==> config.mk <==
export PLATFORM = sky130hd
export DESIGN_NAME = psr_top
export DESIGN_NICKNAME = d
export VERILOG_FILES = /design/src/common/psr_pkg.sv /design/src/common/psr_pin_if.sv /design/src/rtl/psr_sync.sv /design/src/rtl/psr_pin_ctl.sv /design/src/rtl/psr_top.sv
export SDC_FILE = /design/constraint.sdc
export NUM_CORES = 1
export LEC_CHECK = 0
export BUFFER_PORTS_ARGS = -buffer_cell sky130_fd_sc_hd__buf_2
export CORE_MARGIN = 10
export CORE_UTILIZATION = 54
export DETAILED_ROUTE_END_ITERATION = 16
export PLACE_DENSITY = 0.81
export SKIP_CTS_REPAIR_TIMING = 1
export SLEW_MARGIN = 20
export SYNTH_ARGS = -nofsm -noshare
export SYNTH_HDL_FRONTEND = slang
export SYNTH_SLANG_ARGS = --single-unit
==> constraint.sdc <==
create_clock -name clk_sys -period 2.5 [get_ports clk_sys]
set_input_delay 0.25 -clock clk_sys [delete_from_list [all_inputs] [get_ports clk_sys]]
set_output_delay 0.25 -clock clk_sys [all_outputs]
set_load 0.01 [all_outputs]
==> src/common/psr_pkg.sv <==
package psr_pkg;
    // Register indices; byte address is four times the index.
    localparam logic [7:0]       IDX_LOCK   = 8'h07;
    localparam logic [7:0]       IDX_ROLE   = 8'h08;
    localparam logic [7:0]       IDX_LEVEL  = 8'h09;
    localparam logic [3:0][7:0]  IDX_SEL    = {8'h0D, 8'h0C, 8'h0B, 8'h0A};
    localparam logic [7:0]       IDX_EXTERNAL_SWITCHING_ENABLE  = 8'h0E;
    localparam logic [7:0]       REG_RESET  = 8'h00;
    localparam logic [1:0]       ROLE_IN    = 2'h0;
    localparam logic [1:0]       ROLE_STAT  = 2'h1;
    localparam logic [1:0]       ROLE_LOW   = 2'h2;
    localparam logic [1:0]       ROLE_HIGH  = 2'h3;
    localparam int               POL_BIT    = 7;
    localparam int               OD_BIT     = 6;
    localparam int               SRC_LSB    = 3;
    localparam logic [2:0]       SRC_BANK_LAST = 3'h4;
    localparam logic [2:0]       SRC_LOCK   = 3'h5;
    localparam logic [2:0]       SRC_LOOP   = 3'h6;
    localparam logic [2:0]       SRC_IRQ    = 3'h7;
    localparam logic [2:0]       LOOP_LOCKED = 3'h4;
    localparam int               LK1_LIVE   = 0;
    localparam int               LK1_LATCH  = 1;
    localparam int               LK1_IE     = 2;
    localparam int               LK2_LIVE   = 4;
    localparam int               LK2_LATCH  = 5;
    localparam int               LK2_IE     = 6;
    localparam logic [7:0]       LOCK_STATUS_MASK = 8'h33;
    localparam logic [39:0]      BANK_IMPL_MASK   = 40'hFFFFFFFFFF;
    localparam logic [1:0]       RESP_OKAY   = 2'h0;
    localparam logic [1:0]       RESP_SLVERR = 2'h2;
    localparam int               SYNC_W     = 6;
endpackage

==> src/common/psr_pin_if.sv <==
`timescale 1ns/10ps
interface psr_pin_if;
    logic [1:0] role;
    logic [7:0] sel;
    logic       level;
    logic       en;
    modport ctl (input role, input sel, output level, output en);
    modport top (output role, output sel, input level, input en);
endinterface

==> src/rtl/psr_sync.sv <==
`timescale 1ns/10ps
module psr_sync (
    input  wire logic                        clk_sys,  // System clock.
    input  wire logic                        reset,    // Synchronous reset.
    input  wire logic [psr_pkg::SYNC_W-1:0]  asyncIn,  // Levels from outside the domain.
    output logic      [psr_pkg::SYNC_W-1:0]  syncOut   // Levels after two flops.
);
    typedef struct packed {
        logic [psr_pkg::SYNC_W-1:0] stage1;
        logic [psr_pkg::SYNC_W-1:0] stage2;
    } psr_sync_s;

    psr_sync_s cur;
    psr_sync_s next_cur;

    // The first stage may go metastable, so only the second stage reads it.
    always_comb begin
        next_cur        = cur;
        next_cur.stage1 = asyncIn;
        next_cur.stage2 = cur.stage1;
    end

    always_ff @(posedge clk_sys) begin
        if (reset) begin
            cur <= '0;
        end else begin
            cur <= next_cur;
        end
    end

    assign syncOut = cur.stage2;
endmodule

==> src/rtl/psr_pin_ctl.sv <==
`timescale 1ns/10ps
module psr_pin_ctl (
    psr_pin_if.ctl          pin,         // Role and select in, drive out.
    input  wire logic [39:0] statusBank, // Status registers A0h to A4h.
    input  wire logic [7:0]  lockWord,   // Lock status register image.
    input  wire logic        loopLocked, // Loop state is locked.
    input  wire logic        irqReq      // Device interrupt request.
);
    logic [2:0] srcCode;
    logic [2:0] bitPos;
    logic       srcVal;
    logic       implemented;

    always_comb begin
        srcCode     = pin.sel[psr_pkg::SRC_LSB +: 3];
        bitPos      = pin.sel[2:0];
        srcVal      = 1'b0;
        implemented = 1'b1;
        if (srcCode <= psr_pkg::SRC_BANK_LAST) begin
            srcVal      = statusBank[{srcCode, bitPos}];
            implemented = psr_pkg::BANK_IMPL_MASK[{srcCode, bitPos}];
        end else if (srcCode == psr_pkg::SRC_LOCK) begin
            srcVal      = lockWord[bitPos];
            implemented = psr_pkg::LOCK_STATUS_MASK[bitPos];
        end else if (srcCode == psr_pkg::SRC_LOOP) begin
            srcVal = loopLocked;
        end else begin
            srcVal = irqReq;
        end
        pin.level = 1'b0;
        pin.en    = 1'b0;
        unique case (pin.role)
            psr_pkg::ROLE_IN: begin
                pin.en = 1'b0;
            end
            psr_pkg::ROLE_STAT: begin
                if (!implemented) begin
                    pin.level = 1'b0;
                    pin.en    = 1'b1;
                end else begin
                    pin.level = srcVal ^ pin.sel[psr_pkg::POL_BIT];
                    pin.en    = !pin.sel[psr_pkg::OD_BIT] || srcVal;
                end
            end
            psr_pkg::ROLE_LOW: begin
                pin.en = 1'b1;
            end
            psr_pkg::ROLE_HIGH: begin
                pin.level = 1'b1;
                pin.en    = 1'b1;
            end
        endcase
    end
endmodule

==> src/rtl/psr_top.sv <==
// Decided for this implementation: the AXI4-Lite slave port.
`timescale 1ns/10ps
module psr_top (
    input  wire logic        clk_sys,      // System clock, 20 MHz.
    input  wire logic        reset,        // Synchronous reset, active high.
    input  wire logic [11:0] awaddr,       // Write address.
    input  wire logic        awvalid,      // Write address valid.
    output logic             awready,      // Write address ready.
    input  wire logic [31:0] wdata,        // Write data.
    input  wire logic [3:0]  wstrb,        // Write byte strobes.
    input  wire logic        wvalid,       // Write data valid.
    output logic             wready,       // Write data ready.
    output logic [1:0]       bresp,        // Write response.
    output logic             bvalid,       // Write response valid.
    input  wire logic        bready,       // Write response ready.
    input  wire logic [11:0] araddr,       // Read address.
    input  wire logic        arvalid,      // Read address valid.
    output logic             arready,      // Read address ready.
    output logic [31:0]      rdata,        // Read data.
    output logic [1:0]       rresp,        // Read response.
    output logic             rvalid,       // Read data valid.
    input  wire logic        rready,       // Read data ready.
    input  wire logic [3:0]  pinIn,        // Pad levels of pins one to four.
    output logic      [3:0]  pinOut,       // Pad drive levels.
    output logic      [3:0]  pinOe,        // Pad output enables.
    input  wire logic        mult1LockRaw, // Multiplier one live lock, asynchronous.
    input  wire logic        mult2LockRaw, // Multiplier two live lock, asynchronous.
    input  wire logic [2:0]  loopState,    // Digital loop state field.
    input  wire logic [39:0] statusBank,   // Status registers A0h to A4h.
    input  wire logic        irqOtherIn,   // Other enabled latched status of the device.
    output logic             altSelect,    // Multiplier mux uses its alternate selection.
    output logic             irq           // Level interrupt.
);

    // ------------------------------------------------------------------
    // State
    // ------------------------------------------------------------------
    typedef struct packed {
        logic            awHave;
        logic [11:0]     awAddr;
        logic            wHave;
        logic [7:0]      wData;
        logic            wLane;
        logic            bValid;
        logic [1:0]      bResp;
        logic            rValid;
        logic [7:0]      rData;
        logic [1:0]      rResp;
        logic [7:0]      roleCfg;
        logic [3:0][7:0] sel;
        logic [1:0]      lockIe;
        logic [1:0]      lockLatch;
        logic [1:0]      lockPrev;
        logic [1:0]      external_switching_enable;
        logic [3:0]      pinOut;
        logic [3:0]      pinOe;
        logic            altSelect;
    } psr_state_s;

    psr_state_s                 cur;
    psr_state_s                 next_cur;
    logic [psr_pkg::SYNC_W-1:0] syncBits;
    logic [3:0]                 pinSync;
    logic                       lk1Sync;
    logic                       lk2Sync;
    logic [7:0]                 lockWord;
    logic                       loopLocked;
    logic                       irqReq;
    logic [3:0]                 pinLevel;
    logic [3:0]                 pinEn;
    logic [1:0]                 lockSet;
    logic [1:0]                 lockClr;

    function automatic logic regHit(input logic [11:0] a, input logic [7:0] idx);
        return a[11:2] == {2'h0, idx};
    endfunction

    function automatic logic isMapped(input logic [11:0] a);
        logic hit;
        hit = regHit(a, psr_pkg::IDX_LOCK) || regHit(a, psr_pkg::IDX_ROLE);
        hit = hit || regHit(a, psr_pkg::IDX_LEVEL) || regHit(a, psr_pkg::IDX_EXTERNAL_SWITCHING_ENABLE);
        for (int i = 0; i < 4; i++) begin
            hit = hit || regHit(a, psr_pkg::IDX_SEL[i]);
        end
        return hit;
    endfunction

    // ------------------------------------------------------------------
    // Input synchronisers
    // ------------------------------------------------------------------
    psr_sync u_sync (
        .clk_sys (clk_sys),
        .reset   (reset),
        .asyncIn ({mult2LockRaw, mult1LockRaw, pinIn}),
        .syncOut (syncBits)
    );

    assign pinSync    = syncBits[3:0];
    assign lk1Sync    = syncBits[4];
    assign lk2Sync    = syncBits[5];
    assign loopLocked = (loopState == psr_pkg::LOOP_LOCKED);

    always_comb begin
        lockWord                     = 8'h00;
        lockWord[psr_pkg::LK1_LIVE]  = lk1Sync;
        lockWord[psr_pkg::LK1_LATCH] = cur.lockLatch[0];
        lockWord[psr_pkg::LK1_IE]    = cur.lockIe[0];
        lockWord[psr_pkg::LK2_LIVE]  = lk2Sync;
        lockWord[psr_pkg::LK2_LATCH] = cur.lockLatch[1];
        lockWord[psr_pkg::LK2_IE]    = cur.lockIe[1];
    end

    assign irq    = |(cur.lockLatch & cur.lockIe);
    assign irqReq = irq || irqOtherIn;

    // ------------------------------------------------------------------
    // Pin controllers
    // ------------------------------------------------------------------
    for (genvar g = 0; g < 4; g++) begin : gPin
        psr_pin_if pinBus ();
        assign pinBus.role = cur.roleCfg[2*g +: 2];
        assign pinBus.sel  = cur.sel[g];
        assign pinLevel[g] = pinBus.level;
        assign pinEn[g]    = pinBus.en;
        psr_pin_ctl u_pin (
            .pin        (pinBus.ctl),
            .statusBank (statusBank),
            .lockWord   (lockWord),
            .loopLocked (loopLocked),
            .irqReq     (irqReq)
        );
    end

    // ------------------------------------------------------------------
    // Next state
    // ------------------------------------------------------------------
    always_comb begin
        next_cur = cur;
        lockClr  = 2'h0;
        if (awvalid && awready) begin
            next_cur.awHave = 1'b1;
            next_cur.awAddr = awaddr;
        end
        if (wvalid && wready) begin
            next_cur.wHave = 1'b1;
            next_cur.wData = wdata[7:0];
            next_cur.wLane = wstrb[0];
        end
        if (cur.bValid && bready) begin
            next_cur.bValid = 1'b0;
        end
        // Address and data may arrive in either order; the write waits for both.
        if (cur.awHave && cur.wHave) begin
            next_cur.awHave = 1'b0;
            next_cur.wHave  = 1'b0;
            next_cur.bValid = 1'b1;
            next_cur.bResp  = isMapped(cur.awAddr) ? psr_pkg::RESP_OKAY
                                                   : psr_pkg::RESP_SLVERR;
            if (cur.wLane) begin
                if (regHit(cur.awAddr, psr_pkg::IDX_ROLE)) begin
                    next_cur.roleCfg = cur.wData;
                end
                for (int i = 0; i < 4; i++) begin
                    if (regHit(cur.awAddr, psr_pkg::IDX_SEL[i])) begin
                        next_cur.sel[i] = cur.wData;
                    end
                end
                if (regHit(cur.awAddr, psr_pkg::IDX_LOCK)) begin
                    next_cur.lockIe = {cur.wData[psr_pkg::LK2_IE], cur.wData[psr_pkg::LK1_IE]};
                    lockClr = {cur.wData[psr_pkg::LK2_LATCH], cur.wData[psr_pkg::LK1_LATCH]};
                end
                if (regHit(cur.awAddr, psr_pkg::IDX_EXTERNAL_SWITCHING_ENABLE)) begin
                    next_cur.external_switching_enable = cur.wData[1:0];
                end
            end
        end
        // A lock change in the same cycle as its clear keeps the flag set.
        lockSet            = {lk2Sync, lk1Sync} ^ cur.lockPrev;
        next_cur.lockPrev  = {lk2Sync, lk1Sync};
        next_cur.lockLatch = (cur.lockLatch & ~lockClr) | lockSet;

        if (cur.rValid && rready) begin
            next_cur.rValid = 1'b0;
        end
        if (arvalid && arready) begin
            next_cur.rValid = 1'b1;
            next_cur.rResp  = isMapped(araddr) ? psr_pkg::RESP_OKAY : psr_pkg::RESP_SLVERR;
            next_cur.rData  = 8'h00;
            if (regHit(araddr, psr_pkg::IDX_LOCK)) begin
                next_cur.rData = lockWord;
            end
            if (regHit(araddr, psr_pkg::IDX_ROLE)) begin
                next_cur.rData = cur.roleCfg;
            end
            if (regHit(araddr, psr_pkg::IDX_LEVEL)) begin
                next_cur.rData = {4'h0, pinSync};
            end
            if (regHit(araddr, psr_pkg::IDX_EXTERNAL_SWITCHING_ENABLE)) begin
                next_cur.rData = {6'h00, cur.external_switching_enable};
            end
            for (int i = 0; i < 4; i++) begin
                if (regHit(araddr, psr_pkg::IDX_SEL[i])) begin
                    next_cur.rData = cur.sel[i];
                end
            end
        end

        next_cur.pinOut = pinLevel;
        next_cur.pinOe  = pinEn;
        // Pin four becomes the switch-select input and its role field is ignored.
        if (|cur.external_switching_enable) begin
            next_cur.pinOut[3] = 1'b0;
            next_cur.pinOe[3]  = 1'b0;
        end
        next_cur.altSelect = (|cur.external_switching_enable) && pinSync[3];
    end

    always_ff @(posedge clk_sys) begin
        if (reset) begin
            cur <= '0;
        end else begin
            cur <= next_cur;
        end
    end

    // ------------------------------------------------------------------
    // Outputs
    // ------------------------------------------------------------------
    // Ready is refused while a response waits, so at most one write and one read are in flight.
    assign awready   = !cur.awHave && !cur.bValid;
    assign wready    = !cur.wHave && !cur.bValid;
    assign bvalid    = cur.bValid;
    assign bresp     = cur.bResp;
    assign arready   = !cur.rValid;
    assign rvalid    = cur.rValid;
    assign rresp     = cur.rResp;
    assign rdata     = {24'h000000, cur.rData};
    assign pinOut    = cur.pinOut;
    assign pinOe     = cur.pinOe;
    assign altSelect = cur.altSelect;
endmodule

==> impl_metrics.yaml <==
floorplanning:
  placement_rows: 40
  ioPinCount: 168
  die_w_um: 131.0
  area_enclosed_by_the_die_boundary_um2: 17160
  floorplan.core_area_um2: 12060
  floorplan.initialDensity_pct: 55.17
  vert_die_dim_um: 131.0
yosys:
  synth_seq_area_share_pct: 31.89
  post_synth_main_area_contributors: "sky130_fd_sc_hd__dfxtp_1 (32%), sky130_fd_sc_hd__mux4_2 (12%), sky130_fd_sc_hd__mux2i_1 (10%)"
  ys_warn_count: 0
  synth.ff_latch_count: 106
  synthTopCellsByCount: "sky130_fd_sc_hd__dfxtp_1 (106), sky130_fd_sc_hd__nor2_1 (82), sky130_fd_sc_hd__nand2_1 (71)"
  yosys.cell_types.count: 71
  asyncSetResetFlopFracSynth_pct: 0
  netlist_area_um2: 6654
  synth_edf_count: 0
  postSynthAreaPerCell_um2: 9.053
  area_share_of_the_largest_cell_type_after_synthesis_pct: 31.89
  synth.most_common_cell: "sky130_fd_sc_hd__dfxtp_1"
  synth_flop_cell: "sky130_fd_sc_hd__dfxtp_1"
  syn_inst: 735
  synth_top_cell_by_area: "sky130_fd_sc_hd__dfxtp_1"
routing:
  overall_via_count_from_detail_route: 6026
  drt.antenna.violating_nets: 0
  drt_wl_total_um: 19590
  total_drc_errors_in_the_routed_layout: 0
  initialDrtViolationCount: 624
  wl_per_cell_um: 19.67
  via_per_inst: 6.050
  first_pass_iters: 7
final_layout:
  fin_nets: 940
  area_growth_pct: 13.22
  layout_cells_sized_above_1_pct: 26.21
  final_util_pct: 62.46
  layout.cells.non_filler: 996
  number_of_inserted_diodes: 0
power:
  total_switching_power_w: 0.0009651
  power_switching_share_pct: 26.97
  sequential_fraction_of_design_power_pct: 49.7
  power_per_cell_area_nw_per_um2: 475.1
  clock_share_of_power_pct: 38.2
  p_leak_nw: 3.002
  p_int_w: 0.002614
  combinationalPowerShare_pct: 12.1
  max-vdd-ir-drop_v: 0.0003877
setup_path:
  cp-startpoint: "gPin[3].pinBus.sel[0]"
  reg2reg_from: "gPin[3].pinBus.sel[0]"
  slowest_stage: "sky130_fd_sc_hd__mux4_2"
  r2r_depth: 7
  crit_start_category: "flop"
  cp_top_family: "simple AND/OR/NAND/NOR gates"
  critical-path-max-stage-delay_ns: 0.54
  timing.setup.critical_path_class: "flop to flop"
  critPathArrivalTime_ns: 2.68
  reg2reg_to: "pinOut[3]"
  worst-path-max-fanout: 8
  worst_ep_required_time_ns: 2.79
  reg2reg_slack_ns: 0.11
  worst_setup_path_end_kind: "flop"
  cp.depth: 7
  critical_path.cell_chain: "mux4_2 -> nor2b_1 -> a2111oi_1 -> buf_4 -> nor3_1 -> or4_1 -> nand3_1"
  critical_path.n_buffers_inverters: 1
  endpoint: "pinOut[3]"
placement:
  numPortBuffers: 110
  hpwlAfterDp_um: 14810
  finalWeightedCongestion: 0.9480
  dpl_worst_slack_ns: -0.04612
  placed_cells_incl_taps: 980
clock_tree:
  clock_tree_root_buffer_cell: "sky130_fd_sc_hd__clkbuf_16"
  clock_latency_ns: 0.35
  cts_tree: "built"
  tritoncts.num_buffers: 9
  tritoncts_num_sinks: 106
  cts.reportedPaths.clkPinSlew_ns: 0.07
  clock_path_buffers: 2
  cts_max_level: 3
sta:
  timing.final.max_slew_violations: 0
  finalSetupViolations: 0
  layout_worst_path_cycle_share_pct: 95.44
  clock_tree_skew_after_final_layout_ns: 0.008809
  slew-limit-headroom_pct: 52.66
  maximum_clock_rate_mhz: 419.1
  timing_hold_violations_final: 0
  worst-slew-pin-transition_ns: 0.7046
  grt_setup_unrepaired: "false"
  period_needed_ns: 2.386
  final.setup.worst_slack_ns: 0.1141
  finalHoldWorstSlack_ns: 0.08184
  setup-tns-final_ns: 0
global_routing:
  grt_pass1_vias: 5873
  globalRouteTotalUtil_pct: 22.69
  grt_first_pass_wirelength_um: 30540
  number_of_antenna_violations_at_the_first_check_in_global_routing: 0
  grt_start_max_net_pins: 53
  globalRoute.totalOverflow: 0
hold_path:
  timing.hold.worst_path_depth: 2
  timing.hold.worst.class: "input pin to flop"
outcome:
  outcome: "finished, final reports clean"
run:
  max_cap_viol_count: 0
-- kinds of logic (layout without fill, tap and decap cells) --
logic type / Yosys count / count (layout) / share of synthesized area [%]
xor+xnor: 4 / 4 / 0.5266
compound gates: 124 / 124 / 12.43
simple gates: 280 / 280 / 21.23
flops: 106 / 106 / 31.89
mux: 112 / 112 / 24.50
buf+inv: 108 / 176 / 9.364
other cells: 1 / 26 / 0.05636
-- power by group through the flow --
stage / sequential [W] / combinational (W) / clock, W
2_1_floorplan: 0.00180 / 0.000299 / 0
3_5_place_dp: 0.00182 / 0.000424 / 0
3_3_place_gp: 0.00181 / 0.000417 / 0
6_report: 0.00178 / 0.000434 / 0.00137
4_1_cts: 0.00178 / 0.000425 / 0.00138
5_1_grt: 0.00178 / 0.000478 / 0.00147
-- worst min path at each step --
stage,startpoint,endpoint,slack (ns)
after global placement,u_sync.cur[6],u_sync.syncOut[0],0.42
after detailed placement,u_sync.cur[11],u_sync.syncOut[5],0.43
final,rready,rvalid,0.08
after CTS,rready,rvalid,0.07
after global routing,rready,rvalid,0.09
after floorplan,rready,rvalid,0.35
-- placed cells by master (no fill, tap or decap), drive strengths merged, types with 4 or more instances in the layout --
cell type and count:
clkbuf 9, a211oi 12, mux2 5, or4 5, nand2b 12, nor2 82
o211ai 4, nand2 71, nand4 4, a21oi 43, or2 5, o221ai 5
mux4 39, buf 148, or3 5, mux2i 68, or3b 4, conb 26
and2 4, inv 16, o22ai 7, nand3 11, dfxtp 106, nor3 21
a22o 5, o21ai 18, nor3b 11, and3 5, nor2b 23
-- flip-flops by register name, summed over array words and instances, names as in the netlist, named ones only --
name             cells
rdata                8
bvalid               1
u_sync.syncOut       6
u_sync.cur           6
altSelect            1
gPin.pinBus.sel     32
rvalid               1
pinOut               4
bresp                1
cur                 37
rresp                1
pinOe                4
-- per-layer routing --
layer,vias up,share of wire [%],track usage (%)
met5,-,0,0
met4,0,3.5,9.287
met3,66,10,4.956
met2,351,47,36.62
met1,2814,40,28.85
li1,2795,-,-
-- area by class of cell --
type                            count  area (um2)
Tap cell                          168       210.2
Timing Repair Buffer              148       852.1
Clock inverter                      7       60.06
Multi-Input combinational cell    546        4014
Clock buffer                        9       225.2
Sequential cell                   106        2127
Fill cell                        1023        4528
Inverter                           12       45.04
-- per-stage QoR --
| stage | power, W | area [um2] |
|---|---|---|
| floorplan | 0.002098 | 6748 |
| global placement | 0.002232 | 7228 |
| detailed placement | 0.002241 | 7228 |
| CTS | 0.003587 | 7513 |
| global route | 0.003734 | 7533 |
| finish | 0.003579 | 7533 |
Power figures use the tool's default switching activity.
